### config.mk
export PLATFORM = sky130hd
export DESIGN_NAME = sasc_top
export DESIGN_NICKNAME = d
export VERILOG_FILES = /design/src/pkg/sasc_pkg.sv /design/src/logic/sasc_axil_slave.sv /design/src/logic/sasc_top.sv
export SDC_FILE = /design/constraint.sdc
export NUM_CORES = 1
export LEC_CHECK = 0
export BUFFER_PORTS_ARGS = -buffer_cell sky130_fd_sc_hd__buf_4
export CORE_MARGIN = 4
export CORE_UTILIZATION = 55
export DETAILED_ROUTE_END_ITERATION = 10
export PLACE_DENSITY_LB_ADDON = 0.15
export SYNTH_ARGS = -nofsm -noshare
export SYNTH_HDL_FRONTEND = slang
export SYNTH_SLANG_ARGS = --single-unit
### constraint.sdc
create_clock -name clk_sys -period 3.25 [get_ports clk_sys]
set_input_delay 0.325 -clock clk_sys [delete_from_list [all_inputs] [get_ports clk_sys]]
set_output_delay 0.325 -clock clk_sys [all_outputs]
set_load 0.005 [all_outputs]
### src/pkg/sasc_pkg.sv
// constants, field layouts and carrier types of the action set control block
// assumes one 200 MHz system clock and an AXI4-Lite master on the register side
package sasc_pkg;

   localparam int ADDR_W   = 8;
   localparam int DATA_W   = 32;
   localparam int NUM_SETS = 4;

   // register byte addresses
   localparam logic [ADDR_W-1:0] OFF_CMD    = 8'h00;
   localparam logic [ADDR_W-1:0] OFF_PARAM  = 8'h04;
   localparam logic [ADDR_W-1:0] OFF_INTEN  = 8'h08;
   localparam logic [ADDR_W-1:0] OFF_STATUS = 8'h0c;
   localparam logic [ADDR_W-1:0] OFF_CFG0   = 8'h10;
   localparam logic [ADDR_W-1:0] OFF_CFG3   = 8'h1c;

   // command codes
   localparam logic [3:0] CMD_ENABLE_HI   = 4'h8;
   localparam logic [3:0] CMD_DISABLE_HI  = 4'h9;
   localparam logic [3:0] CMD_ACTIVATE_HI = 4'ha;
   localparam logic [7:0] CMD_ERR_CLEAR   = 8'h79;
   localparam logic [7:0] CMD_OTHER_SET   = 8'h22;
   localparam logic [7:0] CMD_CFG_FIRST   = 8'h26;
   localparam logic [7:0] CMD_CFG_LAST    = 8'h29;

   // field positions
   localparam int ERRDIS_BIT   = 7;
   localparam int STAT_ERR_BIT = 1;
   localparam int STAT_EN_LSB  = 8;
   localparam int INTEN_LSB    = 12;

   // reset values
   localparam logic [3:0]  EN_RST    = 4'h0;
   localparam logic [15:0] PARAM_RST = 16'h0000;
   localparam logic [15:0] INTEN_RST = 16'h0000;
   localparam logic [15:0] CFG_RST   = 16'h0000;

   localparam logic [1:0] RESP_OKAY   = 2'b00;
   localparam logic [1:0] RESP_SLVERR = 2'b10;

   // per-set configuration word
   typedef struct packed {
      logic       repeatFlag;
      logic [2:0] zeroBits;
      logic [2:0] crossSetFireFlags;
      logic [4:0] actionCode;
      logic [3:0] triggerSourceCode;
   } sasc_cfg_t;

   typedef struct packed {
      logic              awvalid;
      logic [ADDR_W-1:0] awaddr;
      logic              wvalid;
      logic [DATA_W-1:0] wdata;
      logic [3:0]        wstrb;
      logic              bready;
      logic              arvalid;
      logic [ADDR_W-1:0] araddr;
      logic              rready;
   } sasc_axil_req_t;

   typedef struct packed {
      logic              awready;
      logic              wready;
      logic              bvalid;
      logic [1:0]        bresp;
      logic              arready;
      logic              rvalid;
      logic [DATA_W-1:0] rdata;
      logic [1:0]        rresp;
   } sasc_axil_rsp_t;

   // one accepted register write
   typedef struct packed {
      logic              valid;
      logic [ADDR_W-1:0] addr;
      logic [DATA_W-1:0] data;
      logic [3:0]        strb;
   } sasc_reg_wr_t;

   function automatic logic sasc_is_mapped(input logic [ADDR_W-1:0] a);
      return (a[1:0] == 2'b00) && (a <= OFF_CFG3);
   endfunction

endpackage

### src/logic/sasc_axil_slave.sv
// AXI4-Lite slave front end: accepts one write and one read at a time
// assumes the register file answers read data combinationally from the read address
`timescale 1ns/1ps
`default_nettype none
module sasc_axil_slave (
   input  wire logic                                clk_sys,
   input  wire logic                                arst_n,
   input  wire sasc_pkg::sasc_axil_req_t            axiReq,
   output var  sasc_pkg::sasc_axil_rsp_t            axiRsp,
   output var  sasc_pkg::sasc_reg_wr_t              regWr,
   output var  logic [sasc_pkg::ADDR_W-1:0]         rdAddr,
   input  wire logic [sasc_pkg::DATA_W-1:0]         rdData
);
   import sasc_pkg::*;

   typedef struct packed {
      logic              awHave;
      logic [ADDR_W-1:0] awAddr;
      logic              wHave;
      logic [DATA_W-1:0] wData;
      logic [3:0]        wStrb;
      logic              bvalid;
      logic [1:0]        bresp;
      logic              rvalid;
      logic [DATA_W-1:0] rdata;
      logic [1:0]        rresp;
      sasc_reg_wr_t      wr;
   } sasc_slv_state_t;

   sasc_slv_state_t st_q;
   sasc_slv_state_t st_d;

   always_comb begin
      st_d          = st_q;
      st_d.wr.valid = 1'b0;
      // address and data taken in either order
      if (axiReq.awvalid && !st_q.awHave) begin
         st_d.awHave = 1'b1;
         st_d.awAddr = axiReq.awaddr;
      end
      if (axiReq.wvalid && !st_q.wHave) begin
         st_d.wHave = 1'b1;
         st_d.wData = axiReq.wdata;
         st_d.wStrb = axiReq.wstrb;
      end
      if (st_q.bvalid && axiReq.bready) begin
         st_d.bvalid = 1'b0;
      end
      // response follows both halves
      if (st_q.awHave && st_q.wHave && !st_q.bvalid) begin
         st_d.awHave   = 1'b0;
         st_d.wHave    = 1'b0;
         st_d.bvalid   = 1'b1;
         st_d.bresp    = sasc_is_mapped(st_q.awAddr) ? RESP_OKAY : RESP_SLVERR;
         st_d.wr.valid = sasc_is_mapped(st_q.awAddr);
         st_d.wr.addr  = st_q.awAddr;
         st_d.wr.data  = st_q.wData;
         st_d.wr.strb  = st_q.wStrb;
      end
      if (st_q.rvalid && axiReq.rready) begin
         st_d.rvalid = 1'b0;
      end
      if (axiReq.arvalid && !st_q.rvalid) begin
         st_d.rvalid = 1'b1;
         st_d.rdata  = sasc_is_mapped(axiReq.araddr) ? rdData : '0;
         st_d.rresp  = sasc_is_mapped(axiReq.araddr) ? RESP_OKAY : RESP_SLVERR;
      end
   end

   always_ff @(posedge clk_sys or negedge arst_n) begin
      if (!arst_n) begin
         st_q <= '0;
      end else begin
         st_q <= st_d;
      end
   end

   always_comb begin
      axiRsp.awready = !st_q.awHave;
      axiRsp.wready  = !st_q.wHave;
      axiRsp.bvalid  = st_q.bvalid;
      axiRsp.bresp   = st_q.bresp;
      axiRsp.arready = !st_q.rvalid;
      axiRsp.rvalid  = st_q.rvalid;
      axiRsp.rdata   = st_q.rdata;
      axiRsp.rresp   = st_q.rresp;
      regWr          = st_q.wr;
      rdAddr         = axiReq.araddr;
   end

endmodule
`default_nettype wire

### src/logic/sasc_top.sv
// action set control: enable state, firing and status of four action sets
// assumes trigger pulses and error events come from logic on clk_sys
//
// Overview of operation
// - configuration bit 15 is the repeat flag; 1 repeats, 0 fires once
// - repeating sets fire on every trigger; one-shot sets only on the first
// - one-shot sets disable themselves when they fire until enabled again
// - repeating sets stay enabled after firing
// - a repeating loop stops only through the disable command or the error disable, not drive stop
// - codes 81h to 8Fh enable the sets named by the low-nibble mask
// - codes 91h to 9Fh disable the sets named by the low-nibble mask
// - unmasked sets keep their state and are not fired by activation
// - codes A1h to AFh fire masked sets directly; host enables them first
// - with error-disable option set, an error flag disables every set
// - after error disable, enables are ignored until command 79h clears error
// - all four sets are disabled at reset
// - main status bits 11 to 8 show enable state of sets 3 to 0
// - interrupt-enable bits 15 to 12 request an interrupt per set trigger
// - a disabled set ignores its trigger
// - an enabled set fires its action on each qualifying trigger
// - config bits 3-0 trigger, 8-4 action, 11-9 cross-set fire flags
// - a directly firing set also fires sets n+1, n+2, n+3 named by bits 9-11
// - cross-fired actions start one clock after the originating action
//
// Chosen here: the register offsets and the AXI4-Lite interface to the registers.
`timescale 1ns/1ps
`default_nettype none
module sasc_top (
   input  wire logic                                  clk_sys,
   input  wire logic                                  arst_n,
   input  wire sasc_pkg::sasc_axil_req_t              axiReq,
   output var  sasc_pkg::sasc_axil_rsp_t              axiRsp,
   input  wire logic [sasc_pkg::NUM_SETS-1:0]         trigPulse,
   input  wire logic                                  errorEvent,
   output var  logic [sasc_pkg::NUM_SETS-1:0]         actionFire,
   output var  logic [sasc_pkg::NUM_SETS-1:0]         intReqPulse,
   output var  sasc_pkg::sasc_cfg_t [sasc_pkg::NUM_SETS-1:0] setCfg,
   output var  logic [15:0]                           mainStatus
);
   import sasc_pkg::*;

   typedef struct packed {
      logic [NUM_SETS-1:0]            setEnable;
      sasc_cfg_t [NUM_SETS-1:0]       cfg;
      logic [15:0]                    parameterLowWord;
      logic [15:0]                    interruptEnableWord;
      logic                           errorFlag;
      logic                           errorDisableOption;
      logic [NUM_SETS-1:0]            crossPend;
      logic [NUM_SETS-1:0]            fire;
      logic [NUM_SETS-1:0]            irq;
   } sasc_state_t;

   sasc_state_t st_q;
   sasc_state_t st_d;

   sasc_reg_wr_t        regWr;
   logic [ADDR_W-1:0]   rdAddr;
   logic [DATA_W-1:0]   rdData;

   sasc_axil_slave u_slave (
      .clk_sys (clk_sys),
      .arst_n  (arst_n),
      .axiReq  (axiReq),
      .axiRsp  (axiRsp),
      .regWr   (regWr),
      .rdAddr  (rdAddr),
      .rdData  (rdData)
   );

   // byte-lane merge for 16-bit registers
   function automatic logic [15:0] merge16(input logic [15:0] old,
                                           input logic [31:0] data,
                                           input logic [3:0]  strb);
      logic [15:0] r;
      r = old;
      if (strb[0]) begin
         r[7:0] = data[7:0];
      end
      if (strb[1]) begin
         r[15:8] = data[15:8];
      end
      return r;
   endfunction

   // command decode
   logic                cmdWr;
   logic [7:0]          cmdCode;
   logic [NUM_SETS-1:0] cmdMask;
   logic                cmdEnable;
   logic                cmdDisable;
   logic                cmdActivate;
   logic                cmdErrClear;
   logic                cmdOther;
   logic                cmdCfg;
   logic [1:0]          cmdCfgIdx;

   always_comb begin
      cmdWr       = regWr.valid && (regWr.addr == OFF_CMD) && regWr.strb[0];
      cmdCode     = regWr.data[7:0];
      cmdMask     = cmdCode[3:0];
      cmdEnable   = cmdWr && (cmdCode[7:4] == CMD_ENABLE_HI) && (cmdMask != 4'h0);
      cmdDisable  = cmdWr && (cmdCode[7:4] == CMD_DISABLE_HI) && (cmdMask != 4'h0);
      cmdActivate = cmdWr && (cmdCode[7:4] == CMD_ACTIVATE_HI) && (cmdMask != 4'h0);
      cmdErrClear = cmdWr && (cmdCode == CMD_ERR_CLEAR);
      cmdOther    = cmdWr && (cmdCode == CMD_OTHER_SET);
      cmdCfg      = cmdWr && (cmdCode >= CMD_CFG_FIRST) && (cmdCode <= CMD_CFG_LAST);
      cmdCfgIdx   = 2'(cmdCode - CMD_CFG_FIRST);
   end

   // direct firing: own trigger or activation command, only while enabled
   logic [NUM_SETS-1:0] directFire;
   logic [NUM_SETS-1:0] crossReq;
   logic [NUM_SETS-1:0] anyFire;
   logic [NUM_SETS-1:0] trigIrq;

   genvar gi;
   generate
      for (gi = 0; gi < NUM_SETS; gi++) begin : g_set
         logic trig;
         logic act;
         assign trig = trigPulse[gi];
         assign act  = cmdActivate && cmdMask[gi];
         // trigger ignored while disabled, fires while enabled
         assign directFire[gi] = st_q.setEnable[gi] && (trig || act);
         // source set s reaches this set through flag (gi - s - 1) mod 4
         always_comb begin
            crossReq[gi] = 1'b0;
            for (int s = 0; s < NUM_SETS; s++) begin
               if (s != gi) begin
                  crossReq[gi] = crossReq[gi] || (directFire[s] &&
                     st_q.cfg[s].crossSetFireFlags[2'(gi - s - 1)]);
               end
            end
         end
         // cross-fired action lands one clock after the originator
         assign anyFire[gi] = directFire[gi] ||
                              (st_q.crossPend[gi] && st_q.setEnable[gi]);
         assign trigIrq[gi] = trig && st_q.setEnable[gi] &&
                              st_q.interruptEnableWord[INTEN_LSB + gi];
      end
   endgenerate

   // next state
   always_comb begin
      st_d           = st_q;
      st_d.fire      = anyFire;
      st_d.irq       = trigIrq;
      st_d.crossPend = crossReq;

      // register writes
      if (regWr.valid && (regWr.addr == OFF_PARAM)) begin
         st_d.parameterLowWord = merge16(st_q.parameterLowWord, regWr.data, regWr.strb);
      end
      if (regWr.valid && (regWr.addr == OFF_INTEN)) begin
         st_d.interruptEnableWord =
            merge16(st_q.interruptEnableWord, regWr.data, regWr.strb);
      end
      if (cmdCfg) begin
         st_d.cfg[cmdCfgIdx] = sasc_cfg_t'(st_q.parameterLowWord);
      end
      if (cmdOther) begin
         st_d.errorDisableOption = st_q.parameterLowWord[ERRDIS_BIT];
      end

      // error flag: a new error wins over the clear
      if (cmdErrClear) begin
         st_d.errorFlag = 1'b0;
      end
      if (errorEvent) begin
         st_d.errorFlag = 1'b1;
      end

      // enable state, lowest priority first so later clears win
      if (cmdEnable && !(st_q.errorDisableOption && st_q.errorFlag)) begin
         st_d.setEnable = st_q.setEnable | cmdMask;
      end
      if (cmdDisable) begin
         st_d.setEnable = st_d.setEnable & ~cmdMask;
      end
      for (int i = 0; i < NUM_SETS; i++) begin
         if (anyFire[i] && !st_q.cfg[i].repeatFlag) begin
            st_d.setEnable[i] = 1'b0;
         end
      end
      // repeating sets are left enabled after firing
      if (st_q.errorDisableOption && st_q.errorFlag) begin
         st_d.setEnable = '0;
      end
   end

   always_ff @(posedge clk_sys or negedge arst_n) begin
      if (!arst_n) begin
         st_q                     <= '0;
         st_q.setEnable           <= EN_RST;
         st_q.parameterLowWord    <= PARAM_RST;
         st_q.interruptEnableWord <= INTEN_RST;
         st_q.cfg                 <= {NUM_SETS{CFG_RST}};
      end else begin
         st_q <= st_d;
      end
   end

   // read mux
   always_comb begin
      rdData = '0;
      case (rdAddr)
         OFF_PARAM: begin
            rdData[15:0] = st_q.parameterLowWord;
         end
         OFF_INTEN: begin
            rdData[15:0] = st_q.interruptEnableWord;
         end
         OFF_STATUS: begin
            rdData[15:0] = mainStatus;
         end
         default: begin
            if ((rdAddr >= OFF_CFG0) && (rdAddr <= OFF_CFG3)) begin
               rdData[15:0] = st_q.cfg[2'((rdAddr - OFF_CFG0) >> 2)];
            end
         end
      endcase
   end

   // outputs straight from the state register
   always_comb begin
      actionFire                               = st_q.fire;
      intReqPulse                              = st_q.irq;
      setCfg                                   = st_q.cfg;
      mainStatus                               = '0;
      mainStatus[STAT_EN_LSB +: NUM_SETS]      = st_q.setEnable;
      mainStatus[STAT_ERR_BIT]                 = st_q.errorFlag;
   end

endmodule
`default_nettype wire

### Word level (Yosys, flattened, before mapping)

Cells that the tools add are included.

* word-level logic and storage cells: 188
* bits in registers: 243
* bits of input ports: 64

* reductions and logical operators: 93
* equal/unequal tests: 10
* mux-type cells: 28
* $add $sub $neg: 2
* bitwise operators: 3
* magnitude comparators: 8

Operators by type and width (number)
* $bwmux 64: 1
* $mux 16: 4
* $logic_and 1x1->1: 59
* $pmux 16 s3: 1
* $mux 45: 1
* $mux 37: 1
* $mux 35: 1
* $bmux 16 s2: 1
* $demux 16 s2: 1
* $eq 8x4->1 const B: 3
* $eq 8x3->1 const B: 2
* $le 8x5->1 const B: 2
* $eq 4x4->1 const B: 3
* $logic_or 1x1->1: 12
* $mux 4: 3
* $mux 1: 10
* $reduce_bool 2->1: 5
* $logic_not 1->1: 9
* $mux 9: 1
* $eq 8x6->1 const B: 1
* $eq 8x7->1 const B: 1
* $ge 8x5->1 const B: 1
* $ge 8x6->1 const B: 1
* $le 8x6->1 const B: 1
* other kinds (13): 19

### Depth between registers and ports, before layout

* depth after elaboration: 12
* gate-level depth with buffers: 7

### Hierarchy

Synthesis repeated with hierarchy kept, for this count alone.

* cells, all modules: 899
* area total of the unflattened synthesis: 11986.5 um^2

By module, submodules not included
* sasc_top: times used 1, area each 6157.2 um^2, cells an instance 481
* sasc_axil_slave: times used 1, area each 5829.3 um^2, cells an instance 418

### Worst setup path before layout

No wires, ideal clock.

* path kind: reg-to-reg
* from: register u_slave.st_q, in the netlist u_slave.regWr[8]
* to: register st_q, in the netlist setCfg[33]
* arrival time: 1999 ps
* path slack: 1127 ps
* required time: 3125 ps
* path buffers: 1
* setup time: 125 ps
* cell stages (with the launch flop): 6
* path through: dfrtp_1 nand2b_4 or4_4 nor4b_4 buf_6 mux2_2

* longest elaborated chain between the ends: 3
* elaborated cells between the ends (all ways): 4
* those cells by class: order compare: 2; reduce/logical: 2

Ends and longest elaborated chain
* start, declared: RTL line sasc_axil_slave.sv:30 `sasc_slv_state_t st_q;`
* start signal, assigned: RTL line sasc_axil_slave.sv:74 `st_q <= st_d;`
* $ge 8x6->1: RTL line sasc_top.sv:107 `cmdCfg = cmdWr && (cmdCode >= CMD_CFG_FIRST) && (cmdCode <= CMD_CFG_LAST);`
* $logic_and 1x1->1: RTL line sasc_top.sv:107
* $logic_and 1x1->1 (*): RTL line sasc_top.sv:107
* end signal, assigned: RTL line sasc_top.sv:200 `st_q <= st_d;`
* end, declared: RTL line sasc_top.sv:54 `sasc_state_t st_q;`

Every way passes the cells marked *; elsewhere a longest branch is shown, timed or not.
A chain may end at the register's enable or synchronous reset.

### Worst setup path in the final report

* from: register u_slave.st_q, in the netlist u_slave.regWr[40]
* to: register st_q, in the netlist setCfg[40]

* longest elaborated chain between the ends: 5

Ends and longest elaborated chain
* $logic_not 8->1: RTL line sasc_top.sv:99 `cmdWr = regWr.valid && (regWr.addr == OFF_CMD) && regWr.strb[0];`
* $logic_and 1x1->1 (2 in series): RTL line sasc_top.sv:99
* $logic_and 1x1->1 (2 in series): RTL line sasc_top.sv:107

Every way passes these cells.

==> qor.txt <==
Status - finished with violations
Failing checks - negative hold slack
Remaining antenna violation count - 0
Placed Area - 0.00971 mm^2
# diodes - 0
Setup crit end kind - register
Compound-cell area share of the yosys netlist - 5.84%
R2r endpoint - setCfg[40]
Worst min path class - in -> async
CTS tree - done
Predominant post-synthesis flop cell - dfrtp_1
Initial antenna violation count - 0
Final wirelength - 20900 um
GR Overflow Total - 0
Asr flop ratio synth - 100%
Final hold slack - -0.0401 ns
Register bit total from synthesis - 189
Dpl hpwl - 14400 um
Die area - 0.0189 mm^2
Fmax - 0.429 GHz
Deepest level of the CTS H-tree - 4
Multiplexer area fraction after synthesis - 22.7%
Critical R2R Launch - u_slave.regWr[40]
Pins over their slew limit - 0
LEAKAGE - 4.92 nW
Clock skew - 0.00886 ns
Hold Fails Final Rpt - 20
WL/cell - 20.8 um
Synthesized instance count - 726
Most common library cell in the layout ignoring fill and taps - dfrtp_1
Yosys top cell area share - 51.4%
Hold-fix buffers, CTS - 0
Height of the die - 137 um
# nets final - 836
Pwr Density - 602 mW/mm^2
Critical-path cell list - nor4b_2 > nand3_1 > nor4b_4 > buf_4 > mux2_2
Crit path DAT - 2.64 ns
R2R cell count - 5
Largest family of logic cells by synthesized area - multiplexers
Global-route wire length before repair - 32400 um
CTS Buf Count - 17
Delay of the slowest critical-path stage - 0.44 ns
Worst Path Max Fanout - 16
Cell Rows - 47
Post-synth EDFFs - 0
Final worst path period share - 71.7%
VDD IR max - 0.000551 V
Die width - 137 um
R2r setup slk - 0.92 ns
Worst skew pair latency - 0.42 ns
WP buf/inv - 1
Postcts setup bufs - 0
CTS clk-pin slew, worst paths - 0.07 ns
Maxcap violations - 0
Via count - 5736
CP Class - reg -> reg
Crit path max-delay family - simple AND/OR/NAND/NOR gates
Longest Clk Path Bufs - 2
Xor and xnor area share after synthesis - 0%
Residual DRC - 0
Post-Synth Simple-Gate Area - 8.07%
Startpoint types - register
I/O Buffers - 145
Sequential-to-total area share from yosys stat - 51.4%
Yosys cell types - 49
Root Buffer Master - clkbuf_16
GPL Wtd Cong - 0.867
Clock net sink count - 189
Actual slew at the worst max-slew pin - 0.968 ns
Adder-Cell Fraction of Synth Area - 0%
Vias in the first global route - 5833
Core Area - 0.0165 mm^2
Global Route Usage Sum - 22.8%
Syn avg cell area - 12.7 um^2
Largest net degree at the start of global routing - 108
Required time worst endpoint - 3.56 ns
Via density - 5.71
Post-route setup TNS - 0 ns
Warnings, synthesis - 0
Normalized max-slew margin - 35.1%
Most frequent cells in the layout - dfrtp_1 (189), buf_4 (155), mux2_2 (149)
Slowest-stage cell, CP - nor4b_2
Synth area leader - dfrtp_1
Min Tclk post-route - 2.33 ns
Post-Syn Area - 0.00921 mm^2
Final-report setup violation count - 0
Top cells by area, synth - dfrtp_1 (51%), mux2_2 (18%), buf_4 (10%), mux4_2 (3.9%), a21oi_1 (1.5%)
Post-CTS sizing - 0
Starting density of the core - 55.9%
Area Growth Syn to Fin - 11.8%
# IOs - 193
RSZ-0062 raised after global routing - false
Fraction of layout cells with a size suffix above 1 - 46.2%
Initial DRC count - 347
DR pass1 iterations - 4
Final instance area - 0.0103 mm^2
[metrics by stage]
step | setup WS, ns | cells | total power, mW | utilization (%)
2_1_floorplan | 1.13 | 754 | 3.82 | -
3_3_place_gp | 1.03 | 973 | 4.13 | 59.0
3_5_place_dp | 0.937 | 973 | 4.19 | 59.0
4_1_cts | 0.931 | 1004 | 6.24 | 62.5
5_1_grt | 0.768 | 1004 | 6.47 | 62.5
6_report | 0.918 | 1004 | 6.19 | 62.5
[sequential cells by signal (all words and copies together), names as in the netlist]
name	flops
intReqPulse	4
mainStatus	5
st_q	37
u_slave.st_q	28
u_slave.axiRsp	20
u_slave.regWr	27
setCfg	64
actionFire	4
[how the worst max path moves through the flow]
stage                                 start    endpoint  cells after the start
final                     u_slave.regWr[40]  setCfg[40]                      5
after global routing      u_slave.regWr[40]  setCfg[37]                      5
after CTS                 u_slave.regWr[40]  setCfg[40]                      5
after detailed placement  u_slave.regWr[40]  setCfg[40]                      5
after global placement    u_slave.regWr[40]  setCfg[40]                      5
after floorplan            u_slave.regWr[8]  setCfg[33]                      5
[synthesized netlist by cell type (all sizes together) (11+ instances only)]
master and n:
mux4 16, nor2b 19, buf 138, clkbuf 20
dfrtp 189, o21ai 23, nand2 25, a21oi 27
o221ai 11, nand3 15, mux2 149
[power by group]
part           switching [mW]  leakage [nW]  internal, mW  total, mW
registers               0.406          2.50          2.72       3.13
logic                   0.423          2.14         0.589       1.01
clock network           0.841         0.287          1.21       2.05
[worst register-to-register path, cell delays in order, from the launching register on]
cell and delay [ns]:
dfrtp_1 0.40, nor4b_2 0.44, nand3_1 0.31, nor4b_4 0.34
buf_4 0.34, mux2_2 0.39
[final cells by class]
cell class	instances	area, um^2
Fill cell	1316	6180
Inverter	6	22.5
Sequential cell	189	4730
Tap cell	220	275
Clock inverter	6	83.8
Multi-Input combinational cell	401	3490
Clock buffer	25	495
Timing Repair Buffer	157	1200
[per-layer routing]
metal / wire length [um] / share of wire (%) / global-route usage, % / vias to the layer above
met2: 10000 / 48 / 36.6 / 204
met4: 536 / 2.6 / 9.37 / 0
li1: - / - / - / 2536
met1: 8800 / 42 / 30.3 / 2960
met5: 0 / 0 / 0 / -
met3: 1480 / 7.1 / 4.75 / 36
[kinds of logic after synthesis]
family	count (synthesis)
simple gates	116
mux	170
other cells	1
buf+inv	164
flops	189
compound gates	86
No activity file was read; power rests on OpenSTA's default activity.
